[src/core/soft_power_consts.svh]
`ifndef SOFT_POWER_CONSTS_SVH
`define SOFT_POWER_CONSTS_SVH

// Register indices on the configuration index/data port
`define SPW_WAKE_ENABLE_ONE   8'hB0
`define SPW_WAKE_ENABLE_TWO   8'hB1
`define SPW_WAKE_STATUS_ONE   8'hB2
`define SPW_WAKE_STATUS_TWO   8'hB3
`define SPW_SECOND_DELAY      8'hB8
`define SPW_WATCHDOG_CONTROL  8'hF4

// Field positions
`define SPW_OFF_ENABLE_BIT    7
`define SPW_SOFT_OFF_BIT      7
`define SPW_RESTART_BIT       6
`define SPW_STOP_BIT          5

// Reset values
`define SPW_WAKE_ENABLE_ONE_RST 8'h00
`define SPW_WAKE_ENABLE_TWO_RST 8'h80
`define SPW_SECOND_DELAY_RST    8'h00
`define SPW_DELAY_MAX_CODE      8'h3F

// Timing
`define SPW_CLOCK_HZ          125000000
`define SPW_SLOW_HZ           32768
`define SPW_STEP_MS           500
`define SPW_OVERRIDE_MS       4000

`endif

[src/core/soft_power_pkg.sv]
package soft_power_pkg;

  // Where the SCI output is steered
  typedef enum logic [1:0] {
    SCI_TO_PME_PIN = 2'b00,
    SCI_TO_IRQ11   = 2'b01,
    SCI_TO_SERIRQ  = 2'b10,
    SCI_TO_NONE    = 2'b11
  } sci_route_type;

  // Power state of the main supply request
  typedef enum logic {
    POWER_OFF = 1'b0,
    POWER_ON  = 1'b1
  } power_state_type;

endpackage

[src/core/soft_power_acpi_events.sv]
// Contract
// - Wake status always set; enabled wakes power on
// - Button power-off enable defaults to one
// - Control bits 7:5: soft off, restart, stop
// - Second delay 500 ms to 32 s, default 500 ms
// - Button held over four seconds forces off
// - Override works only while its enable set
// - Override sets own status, clears button status
// - Override status clears only on write one
// - Override timer counts while held, clears released
// - Timer from divided 32 kHz, fires 4-4.5 s
// - Timer expiry clears the power state flop
// - Power state held across trickle supply loss
// - Alarm remember brings power state on
// - Trickle reset off brings power state off
// - Configuration reset only on battery reset
// - SCI and SMI route enables, either or both
// - Events go to SMI and SCI when routed
// - SCI to shared pin, IRQ11 or serial IRQ
// - SCI polarity and drive type selectable on shared pin only
// - Alarm sets PME status, PME when enabled
// - GPE SCI enable turns PME events into SCI
// - Device and SMI-to-PME enables: SMI gives SCI
// - Button status and enable raise SCI
// - Button fall or enabled wake powers on
// - Control write with bit 7 powers off
`timescale 1ns/1ns
`include "soft_power_consts.svh"

module soft_power_acpi_events #(
  parameter int WAKE_COUNT     = 15,
  parameter int SLOW_PER_STEP  = `SPW_SLOW_HZ * `SPW_STEP_MS / 1000
) (
  input  wire logic                  clock,
  input  wire logic                  rst,
  input  wire logic                  trickle_por,
  input  wire logic                  trickle_only,
  input  wire logic                  button_in,
  input  wire logic [WAKE_COUNT-1:0] wake_events,
  input  wire logic                  alarm_event,
  input  wire logic                  alarm_while_absent,
  input  wire logic                  alarm_remember_enable,
  input  wire logic                  trickle_reset_off,
  input  wire logic [7:0]            reg_index,
  input  wire logic                  reg_write,
  input  wire logic [7:0]            reg_wdata,
  input  wire logic                  sci_route_enable,
  input  wire logic                  smi_route_enable,
  input  wire logic                  override_enable,
  input  wire logic                  override_status_clear,
  input  wire logic                  button_enable,
  input  wire logic                  button_status_clear,
  input  wire logic                  alarm_sci_enable,
  input  wire logic                  alarm_sci_status_clear,
  input  wire logic                  alarm_pme_enable,
  input  wire logic                  alarm_pme_status_clear,
  input  wire logic                  gpe_sci_enable,
  input  wire logic                  device_interrupt_pme_enable,
  input  wire logic                  smi_to_pme_enable,
  input  wire logic                  smi_event_any,
  input  wire logic [1:0]            sci_route_select,
  input  wire logic                  sci_active_high,
  input  wire logic                  sci_push_pull,
  output logic [7:0]                 reg_rdata,
  output logic                       power_on_request_n,
  output logic                       override_status,
  output logic                       button_status,
  output logic                       alarm_sci_status,
  output logic                       alarm_pme_status,
  output logic                       smi_out,
  output logic                       irq11_out,
  output logic                       serirq_sci,
  output logic                       pme_sci_pin_out,
  output logic                       pme_sci_pin_oe
);

  // ****************************************************************
  // Constants and checks
  // ****************************************************************
  localparam int SLOW_DIV       = `SPW_CLOCK_HZ / `SPW_SLOW_HZ;
  localparam int OVERRIDE_STEPS = `SPW_OVERRIDE_MS / `SPW_STEP_MS;
  localparam int NSYNC          = WAKE_COUNT + 3;

  generate
    if (WAKE_COUNT < 1 || WAKE_COUNT > 15 || SLOW_PER_STEP < 1)
      $error("soft_power_acpi_events: unsupported parameters");
  endgenerate

  // Status bit: hardware set wins over software clear
  function automatic logic w1c(input logic cur, input logic set, input logic clr);
    w1c = set | (cur & ~clr);
  endfunction

  // ****************************************************************
  // Pin synchronisers
  // ****************************************************************
  logic [NSYNC-1:0] sync_a;
  logic [NSYNC-1:0] sync_b;
  logic [NSYNC-1:0] sync_c;
  logic [NSYNC-1:0] raw_pins;

  assign raw_pins = {trickle_por, alarm_event, button_in, wake_events};

  genvar g;
  generate
    for (g = 0; g < NSYNC; g++) begin : g_sync
      // Two stages, then a third for edge detection
      always_ff @(posedge clock or posedge rst) begin
        if (rst) begin
          sync_a[g] <= 1'b0;
          sync_b[g] <= 1'b0;
          sync_c[g] <= 1'b0;
        end else begin
          sync_a[g] <= raw_pins[g];
          sync_b[g] <= sync_a[g];
          sync_c[g] <= sync_b[g];
        end
      end
    end
  endgenerate

  logic [WAKE_COUNT-1:0] wake_rise;
  logic                  button_fall;
  logic                  button_rise;
  logic                  alarm_rise;
  logic                  por_rise;

  assign wake_rise   = sync_b[WAKE_COUNT-1:0] & ~sync_c[WAKE_COUNT-1:0];
  assign button_rise = sync_b[WAKE_COUNT] & ~sync_c[WAKE_COUNT];
  assign button_fall = ~sync_b[WAKE_COUNT] & sync_c[WAKE_COUNT];
  assign alarm_rise  = sync_b[WAKE_COUNT+1] & ~sync_c[WAKE_COUNT+1];
  assign por_rise    = sync_b[WAKE_COUNT+2] & ~sync_c[WAKE_COUNT+2];

  // ****************************************************************
  // Configuration registers (battery reset only)
  // ****************************************************************
  logic [7:0] wake_enable_one;
  logic [7:0] wake_enable_two;
  logic [7:0] wake_status_one;
  logic [7:0] wake_status_two;
  logic [7:0] second_delay_setting;
  logic       counter_restart;
  logic       counter_stop;
  logic       soft_power_off_cmd;
  logic       wr_en1;
  logic       wr_en2;
  logic       wr_st1;
  logic       wr_st2;
  logic       wr_dly;
  logic       wr_ctl;
  logic [15:0] wake_rise_all;
  logic [15:0] wake_en_all;

  assign wr_en1 = reg_write && reg_index == `SPW_WAKE_ENABLE_ONE;
  assign wr_en2 = reg_write && reg_index == `SPW_WAKE_ENABLE_TWO;
  assign wr_st1 = reg_write && reg_index == `SPW_WAKE_STATUS_ONE;
  assign wr_st2 = reg_write && reg_index == `SPW_WAKE_STATUS_TWO;
  assign wr_dly = reg_write && reg_index == `SPW_SECOND_DELAY;
  assign wr_ctl = reg_write && reg_index == `SPW_WATCHDOG_CONTROL;

  assign wake_rise_all = 16'(wake_rise); // Unused upper sources read as zero
  assign wake_en_all   = {1'b0, wake_enable_two[6:0], wake_enable_one};

  // Enable and delay registers
  always_ff @(posedge clock or posedge rst) begin
    if (rst) begin
      wake_enable_one      <= `SPW_WAKE_ENABLE_ONE_RST;
      wake_enable_two      <= `SPW_WAKE_ENABLE_TWO_RST;
      second_delay_setting <= `SPW_SECOND_DELAY_RST;
    end else begin
      if (wr_en1) wake_enable_one <= reg_wdata;
      if (wr_en2) wake_enable_two <= reg_wdata;
      // Codes above 32 s saturate
      if (wr_dly) second_delay_setting <= (reg_wdata > `SPW_DELAY_MAX_CODE) ?
                                          `SPW_DELAY_MAX_CODE : reg_wdata;
    end
  end

  // Wake status: set by any event regardless of enable, write one clears
  always_ff @(posedge clock or posedge rst) begin
    if (rst) begin
      wake_status_one <= 8'h00;
      wake_status_two <= 8'h00;
    end else begin
      for (int i = 0; i < 8; i++) begin
        wake_status_one[i] <= w1c(wake_status_one[i], wake_rise_all[i],
                                  wr_st1 & reg_wdata[i]);
        wake_status_two[i] <= w1c(wake_status_two[i], wake_rise_all[i+8],
                                  wr_st2 & reg_wdata[i]);
      end
    end
  end

  // Control bits: soft off is a one-cycle command, restart and stop stored
  always_ff @(posedge clock or posedge rst) begin
    if (rst) begin
      soft_power_off_cmd <= 1'b0;
      counter_restart    <= 1'b0;
      counter_stop       <= 1'b0;
    end else begin
      soft_power_off_cmd <= wr_ctl & reg_wdata[`SPW_SOFT_OFF_BIT];
      if (wr_ctl) begin
        counter_restart <= reg_wdata[`SPW_RESTART_BIT];
        counter_stop    <= reg_wdata[`SPW_STOP_BIT];
      end
    end
  end

  // Read data
  always_ff @(posedge clock or posedge rst) begin
    if (rst) begin
      reg_rdata <= 8'h00;
    end else begin
      case (reg_index)
        `SPW_WAKE_ENABLE_ONE:  reg_rdata <= wake_enable_one;
        `SPW_WAKE_ENABLE_TWO:  reg_rdata <= wake_enable_two;
        `SPW_WAKE_STATUS_ONE:  reg_rdata <= wake_status_one;
        `SPW_WAKE_STATUS_TWO:  reg_rdata <= wake_status_two;
        `SPW_SECOND_DELAY:     reg_rdata <= second_delay_setting;
        `SPW_WATCHDOG_CONTROL: reg_rdata <= {1'b0, counter_restart, counter_stop, 5'h00};
        default:               reg_rdata <= 8'h00;
      endcase
    end
  end

  // ****************************************************************
  // Slow timebase and button timers
  // ****************************************************************
  logic [11:0] slow_div;
  logic        slow_tick;
  logic        btn_slow_a;
  logic        btn_slow;
  logic [15:0] step_count;
  logic        step_tick;
  logic [3:0]  override_steps;
  logic [6:0]  held_steps;
  logic        override_fire;
  logic        button_off_fire;

  // Divide the system clock down to the 32 kHz rate
  always_ff @(posedge clock or posedge rst) begin
    if (rst) begin
      slow_div  <= 12'h000;
      slow_tick <= 1'b0;
    end else begin
      slow_tick <= (slow_div == 12'(SLOW_DIV - 1));
      slow_div  <= (slow_div == 12'(SLOW_DIV - 1)) ? 12'h000 : slow_div + 12'h001;
    end
  end

  // Button resampled into the slow domain
  always_ff @(posedge clock or posedge rst) begin
    if (rst) begin
      btn_slow_a <= 1'b0;
      btn_slow   <= 1'b0;
    end else if (slow_tick) begin
      btn_slow_a <= sync_b[WAKE_COUNT];
      btn_slow   <= btn_slow_a;
    end
  end

  // Half second steps counted from the press, restarted on release
  always_ff @(posedge clock or posedge rst) begin
    if (rst) begin
      step_count <= 16'h0000;
      step_tick  <= 1'b0;
    end else begin
      step_tick <= 1'b0;
      if (!btn_slow) begin
        step_count <= 16'h0000;
      end else if (slow_tick) begin
        if (step_count == 16'(SLOW_PER_STEP - 1)) begin
          step_count <= 16'h0000;
          step_tick  <= 1'b1;
        end else begin
          step_count <= step_count + 16'h0001;
        end
      end
    end
  end

  // Override and button-off timers count held steps
  always_ff @(posedge clock or posedge rst) begin
    if (rst) begin
      override_steps  <= 4'h0;
      held_steps      <= 7'h00;
      override_fire   <= 1'b0;
      button_off_fire <= 1'b0;
    end else begin
      override_fire   <= 1'b0;
      button_off_fire <= 1'b0;
      if (!btn_slow) begin
        override_steps <= 4'h0;
        held_steps     <= 7'h00;
      end else if (step_tick) begin
        if (override_steps != 4'(OVERRIDE_STEPS))
          override_steps <= override_steps + 4'h1;
        if (override_steps == 4'(OVERRIDE_STEPS - 1) && override_enable)
          override_fire <= 1'b1;
        if (held_steps != 7'h7F)
          held_steps <= held_steps + 7'h01;
        if (held_steps == 7'(second_delay_setting) && wake_enable_two[`SPW_OFF_ENABLE_BIT])
          button_off_fire <= 1'b1;
      end
    end
  end

  // ****************************************************************
  // Power state flip-flop
  // ****************************************************************
  soft_power_pkg::power_state_type power_state;
  logic                            wake_on;
  logic                            power_clear;

  assign wake_on     = button_fall || |(wake_rise_all & wake_en_all);
  assign power_clear = override_fire || button_off_fire || soft_power_off_cmd;

  // Clear wins over wake; trickle reset restores remembered state
  always_ff @(posedge clock or posedge rst) begin
    if (rst) begin
      power_state <= soft_power_pkg::POWER_OFF;
    end else if (por_rise) begin
      if (trickle_reset_off)
        power_state <= soft_power_pkg::POWER_OFF;
      else if (alarm_remember_enable && alarm_while_absent)
        power_state <= soft_power_pkg::POWER_ON;
      // Otherwise the last valid state is kept
    end else if (power_clear) begin
      power_state <= soft_power_pkg::POWER_OFF;
    end else if (wake_on) begin
      power_state <= soft_power_pkg::POWER_ON;
    end
  end

  // Active-low request to the main supply
  always_ff @(posedge clock or posedge rst) begin
    if (rst) power_on_request_n <= 1'b1;
    else     power_on_request_n <= (power_state != soft_power_pkg::POWER_ON);
  end

  // ****************************************************************
  // ACPI status bits
  // ****************************************************************
  always_ff @(posedge clock or posedge rst) begin
    if (rst) begin
      override_status  <= 1'b0;
      button_status    <= 1'b0;
      alarm_sci_status <= 1'b0;
      alarm_pme_status <= 1'b0;
    end else begin
      override_status  <= w1c(override_status, override_fire, override_status_clear);
      button_status    <= override_fire ? 1'b0 :
                          w1c(button_status, button_rise, button_status_clear);
      alarm_sci_status <= w1c(alarm_sci_status, alarm_rise, alarm_sci_status_clear);
      alarm_pme_status <= w1c(alarm_pme_status, alarm_rise, alarm_pme_status_clear);
    end
  end

  // ****************************************************************
  // Event routing
  // ****************************************************************
  logic pm_event;
  logic pme_event;
  logic sci_event;
  logic smi_event;
  logic sci_level;
  soft_power_pkg::sci_route_type route;

  assign route     = soft_power_pkg::sci_route_type'(sci_route_select);
  assign pm_event  = (button_status & button_enable) | (alarm_sci_status & alarm_sci_enable);
  assign pme_event = (alarm_pme_status & alarm_pme_enable) |
                     (device_interrupt_pme_enable & smi_to_pme_enable & smi_event_any);
  assign sci_event = sci_route_enable & (pm_event | (gpe_sci_enable & pme_event) |
                     (device_interrupt_pme_enable & smi_to_pme_enable & smi_event_any));
  assign smi_event = smi_route_enable & (pm_event | smi_event_any);
  assign sci_level = sci_active_high ? sci_event : ~sci_event;

  // Registered interrupt and pin outputs
  always_ff @(posedge clock or posedge rst) begin
    if (rst) begin
      smi_out         <= 1'b0;
      irq11_out       <= 1'b0;
      serirq_sci      <= 1'b0;
      pme_sci_pin_out <= 1'b0;
      pme_sci_pin_oe  <= 1'b0;
    end else begin
      smi_out    <= smi_event;
      irq11_out  <= (route == soft_power_pkg::SCI_TO_IRQ11) && sci_event;
      serirq_sci <= (route == soft_power_pkg::SCI_TO_SERIRQ) && sci_event && !trickle_only;
      if (route == soft_power_pkg::SCI_TO_PME_PIN) begin
        // Shared pin carries the SCI, open drain unless push-pull
        pme_sci_pin_out <= sci_level;
        pme_sci_pin_oe  <= sci_push_pull | ~sci_level;
      end else begin
        pme_sci_pin_out <= 1'b0;
        pme_sci_pin_oe  <= pme_event;
      end
    end
  end

  // ****************************************************************
  // Checks
  // ****************************************************************
  a_override_off_request: assert property (@(posedge clock) disable iff (rst)
    override_fire |-> ##2 power_on_request_n)
    else $error("override did not drop power request");

  a_override_needs_enable: assert property (@(posedge clock) disable iff (rst)
    override_fire |-> $past(override_enable))
    else $error("override fired while disabled");

  a_override_sets_status: assert property (@(posedge clock) disable iff (rst)
    override_fire |=> override_status && !button_status)
    else $error("override status handling wrong");

  a_override_status_sticky: assert property (@(posedge clock) disable iff (rst)
    override_status && !override_status_clear |=> override_status)
    else $error("override status lost without clear");

  a_timer_release_clears: assert property (@(posedge clock) disable iff (rst)
    !btn_slow |=> override_steps == 4'h0 && step_count == 16'h0000)
    else $error("override timer not cleared on release");

  a_soft_off_cmd: assert property (@(posedge clock) disable iff (rst)
    wr_ctl && reg_wdata[7] && !por_rise |=> ##2 power_on_request_n)
    else $error("soft off did not drop power request");

  a_trickle_off: assert property (@(posedge clock) disable iff (rst)
    por_rise && trickle_reset_off |=> ##1 power_on_request_n)
    else $error("trickle reset off not honoured");

  a_alarm_pme_status: assert property (@(posedge clock) disable iff (rst)
    alarm_rise |=> alarm_pme_status)
    else $error("alarm did not set pme status");

  a_smi_route: assert property (@(posedge clock) disable iff (rst)
    !smi_route_enable |=> !smi_out)
    else $error("smi raised while unrouted");

  a_serirq_trickle: assert property (@(posedge clock) disable iff (rst)
    trickle_only |=> !serirq_sci)
    else $error("serial irq driven on trickle power");

endmodule

[config.mk]
export PLATFORM = sky130hd
export DESIGN_NAME = soft_power_acpi_events
export DESIGN_NICKNAME = d
export VERILOG_FILES = /design/src/core/soft_power_pkg.sv /design/src/core/soft_power_acpi_events.sv
export VERILOG_INCLUDE_DIRS = /design/src /design/src/core
export SDC_FILE = /design/constraint.sdc
export NUM_CORES = 1
export LEC_CHECK = 0
export BUFFER_PORTS_ARGS = -buffer_cell sky130_fd_sc_hd__buf_2
export CAP_MARGIN = 5
export CORE_MARGIN = 8
export CORE_UTILIZATION = 55
export CTS_BUF_LIST = sky130_fd_sc_hd__clkbuf_2
export DETAILED_ROUTE_END_ITERATION = 12
export PLACE_DENSITY = 0.76
export SYNTH_ARGS = -nofsm -noshare
export SYNTH_HDL_FRONTEND = slang
export SYNTH_SLANG_ARGS = --single-unit
[constraint.sdc]
create_clock -name clock -period 6.9 [get_ports clock]
set_input_delay 1.38 -clock clock [delete_from_list [all_inputs] [get_ports clock]]
set_output_delay 1.38 -clock clock [all_outputs]
set_load 0.005 [all_outputs]
Yosys cells after proc, flatten, opt, wreduce, memory -nomap -nowiden. Index checks and enable logic that the tools add are counted.

Add/sub/neg operators: 4. $lt $le $gt $ge: 1. Equality and inequality tests: 19. Mux-type cells: 30. Bitwise operators: 104. Reduce and logical (&&, ||, !) cells: 22.

Operators with widths (number): 1-bit AND (49); 8-bit == test, second input constant (6); 16-bit 2-to-1 mux (3); 8-bit one-hot mux with 6 select lines (1); 15-bit AND (2); 1-bit NOT (27); 1-bit bitwise OR (25); 7-bit 2-to-1 mux (3); 1-bit 2-to-1 mux (18); 16-bit by 1-bit adder with 16-bit output, second input constant (1); 16-bit by 14-bit == test with 1-bit output, second input constant (1); 16-bit OR reduction (1); 15-bit NOT (1); 12-bit by 1-bit adder with 12-bit output, second input constant (1); 12-bit == test, second input constant (1); 1-bit logical AND (12); 12-bit 2-to-1 mux (1); 4-bit 2-to-1 mux (3); 8-bit by 6-bit > comparator with 1-bit output, second input constant (1); 8-bit 2-to-1 mux (1); 7-bit by 1-bit adder with 7-bit output, second input constant (1); 7-bit == test (1); 7-bit != test, second input constant (1); 2-bit by 1-bit != test with 1-bit output, second input constant (3); 12 further kinds (16).

Register bits: 161. Output and inout port bits: 18.

Logic depth before layout (Yosys ltp).
Depth after elaboration: 12. Gate-level depth with buffers: 7.

Least setup slack after synthesis. OpenSTA, ideal clock, no wires.

Kind: input port to flip-flop. From: in reg_index[3]. To: reg wake_enable_two[0]. Library setup time: 0.125 ns. Data arrival time: 2.713 ns. Required time: 6.775 ns. Setup slack: 4.062 ns. Cell stages on the path: 5. Path buffers: 1. Cell sequence: nand4b_1 -> nor4_4 -> nor2b_1 -> buf_4 -> mux2_2.

Longest elaborated chain between the ends: 2.

Ends and longest elaborated chain: from (decl) (line soft_power_acpi_events.sv:44) `input wire logic [7:0] reg_index,`; 8-bit == test; 1-bit logical AND (no source line); to (signal assigned) (line soft_power_acpi_events.sv:168) `` wake_enable_two <= `SPW_WAKE_ENABLE_TWO_RST; ``; to (signal assigned) (line soft_power_acpi_events.sv:172) `if (wr_en2) wake_enable_two <= reg_wdata;`; to (decl) (line soft_power_acpi_events.sv:138) `logic [7:0] wake_enable_two;`.

Every way passes these cells. A chain may end at the register's enable or synchronous reset.

Worst setup path after layout.
From: reg power_on_request_n. To: out power_on_request_n.

RTL lines: from (decl) (line soft_power_acpi_events.sv:65) `output logic power_on_request_n,`; from (signal assigned) (line soft_power_acpi_events.sv:338) `else power_on_request_n <= (power_state != soft_power_pkg::POWER_ON);`.

No word-level cell between the ends.

==> impl_results.md <==
* Post-synth EDFFs at 0
* Vias in the first global route at 4473
* Vias per inst at 5.67
* CTS Sinks at 161
* Core area at 11500 um2
* N_diodes at 0
* Seq. cell area at 4030 um2
* Register area share after synthesis at 61.8%
* Initial Util at 56.6%
* # Post-CTS Setup Buffers at 0
* Routed Antenna Nets at 0
* Slew headroom at 29.4%
* Site row count at 39
* RSZ-0062 raised after global routing: false
* Chip height at 125 um
* Dominant cells by area after synthesis: dfrtp_1 61%, mux2_2 3.3%, a22o_1 3.2%
* Worst setup SP type: register
* Dpl cells at 732
* Horiz. Die Dim at 125 um
* Slowest stage delay, CP at 0.56 ns
* Initial antenna violation count at 0
* GP Congestion at 0.828
* CTS resizes at 0
* Worst Path Max Fanout at 1
* Setup slack at placement at 3.31 ns
* Layout Utilization at 63.3%
* Pwr dens at 218 nW/um2
* Htree depth at 4
* Cells after synthesis at 525
* Starting DRT DRC Count at 351
* Routed via count at 4334
* Fillers at 917
* Worst-path clk slew at 0.22 ns
* Largest net degree at the start of global routing at 94
* Hold_buf cts at 0
* Distinct cells, synth at 59
* Worst skew pair latency at 0.74 ns
* Leak pwr at 3.39 nW
* Area occupied by multi-input gates at 2300 um2
* Dpl hpwl at 9.24 mm
* VDD IR-drop max at 119 uV
* IO Count at 77
* Clock root buffer: clkbuf_2
* Cell Chain, Critical Path: buf_2
* Setup TNS at 0 ns
* Critical path arrival at 1.40 ns
* Top Family by Delay on Critical Path: flip-flops
* Pins over their slew limit at 0
* Yosys reg bits at 161
* Worst Path Buf+Inv at 1
* Crit Path Class: reg2out
* DRC errors left at 0
* Syn Area/Cell at 12.4 um2
* Post-synth net total at 590
* First-pass GRT wire length at 21.9 mm
* Most used DFF post-synth: dfrtp_1
* Per-cell routed wire length at 16.8 um
* First-pass detailed-route iteration total at 5
* Net count, final at 673
* Clk_skew at 0.0274 ns
* Fin. Hold Viols at 0
* GR Util All Layers at 17.6%
* Post-synth top cells: 159 x dfrtp_1, 35 x inv_1, 32 x nand2_1
* CTS tree: done
* Critical path's slowest cell: dfstp_2
* R2r setup slk at 4.84 ns
* Actual slew at the worst max-slew pin at 1.05 ns
* Final Setup Violations at 0
* Die area at 15600 um2
* CTS buffer count at 17
* GRT overflow at 0
* Worst-case clock buffer depth at 2
* Synth area leader: dfrtp_1
* Max-cap violations at 0
* Crit path time final at 2.78 ns
* Hold Path Class: reg2reg
* Layout cell share with drive strength beyond 1 at 24.8%
* Worst path required time at 5.52 ns
* Final worst-path cycle share at 40.2%
* Max Clock Freq at 0.360 GHz
* Post-route insts no fill at 764
* Count leader, synth: dfrtp_1
* Status: finished, final reports clean
* Netlist Area Pre-Place at 6520 um2
* Synth top area share at 61.0%
* Area Growth Syn to Fin at 11.8%
* Wirelength, routed at 12.8 mm
* Fin worst setup slack at 4.12 ns
* Syn. warnings at 0
* Worst setup EP type: output pin
* IO buf count at 76
* Asr flop ratio synth at 100%
[state kept, by name, indices dropped and copies added, names as in the netlist, 8 cells and up]
signal	cells
sync_a	18
wake_status_one	8
sync_b	18
wake_enable_one	8
wake_enable_two	8
second_delay_setting	8
wake_status_two	8
slow_div	12
sync_c	18
reg_rdata	8
step_count	16
[layout by cell type, fill, tap and decap left out, types with 5 or more instances in the layout]
cell type	count
nor2_1	30
mux4_2	8
xnor2_1	16
ha_1	6
nor3b_1	5
nand3b_1	8
or3_1	7
and3_1	5
clkinv_4	5
nor4_1	7
mux2_2	19
a21o_1	5
nand4_1	8
inv_1	34
a21oi_1	9
a22o_1	24
dfrtp_1	159
xor2_1	12
o31ai_1	6
nand2_1	32
buf_2	76
nor3_1	14
clkbuf_2	18
nand3_1	19
o21ai_0	18
a31oi_1	5
[layer usage]
layer	GRT usage, %	vias to the layer above	wire length (um)
met5	0	-	0
met4	7.59	0	277
met3	6.25	25	887
met2	25.6	141	5680
met1	23.3	2126	6000
li1	-	2042	-
[layout make-up]
type,count,area share [%]
multi-input cells,315,31.6
clock buffers,18,1.24
clock inverters,14,2.13
flip-flops and latches,161,55.3
inverters,35,1.87
well taps,143,2.45
repair buffers,78,5.42
[path summary, 6_finish.rpt]
kind | startpoint | to | depth (start not counted)
worst max-delay path | power_on_request_n$_DFF_PP1_ | power_on_request_n | 1
worst min-delay path | sync_a[10]$_DFF_PP0_ | sync_b[10]$_DFF_PP0_ | 0
worst max register to register | step_count[1]$_DFFE_PP0P_ | step_count[3]$_DFFE_PP0P_ | 5
worst min register to register | sync_a[10]$_DFF_PP0_ | sync_b[10]$_DFF_PP0_ | 0
max in group asynchronous | rst | step_count[3]$_DFFE_PP0P_ | 3
min in group asynchronous | rst | sync_a[9]$_DFF_PP0_ | 2
[kinds of logic after synthesis]
group                      count (synthesis)  synth area share (%)
and+or+nand+nor                          171                  15.1
buffers and inverters                     49                  2.90
xor gates and xnor gates                  28                  3.76
DFF                                      161                  61.8
adders and majority gates                  6                  1.15
AOI/OAI and AO/OA                         81                  8.92
muxes                                     29                  6.35
[report_power, final]
group	internal (mW)	leakage [nW]	switching [mW]	total [mW]
clock	0.172	0.145	0.331	0.504
combinational	0.0372	1.24	0.0526	0.0898
sequential	0.975	2.00	0.0180	0.993
[through the flow]
stage	instance area, um2	total power, mW	hold WS [ns]
3_5_place_dp	7040	1.10	0.336
2_1_floorplan	6520	1.06	0.331
4_1_cts	7290	1.60	0.361
3_3_place_gp	7040	1.10	0.332
5_1_grt	7290	1.66	0.356
6_report	7290	1.59	0.364
(Power assumes the default switching activity.)
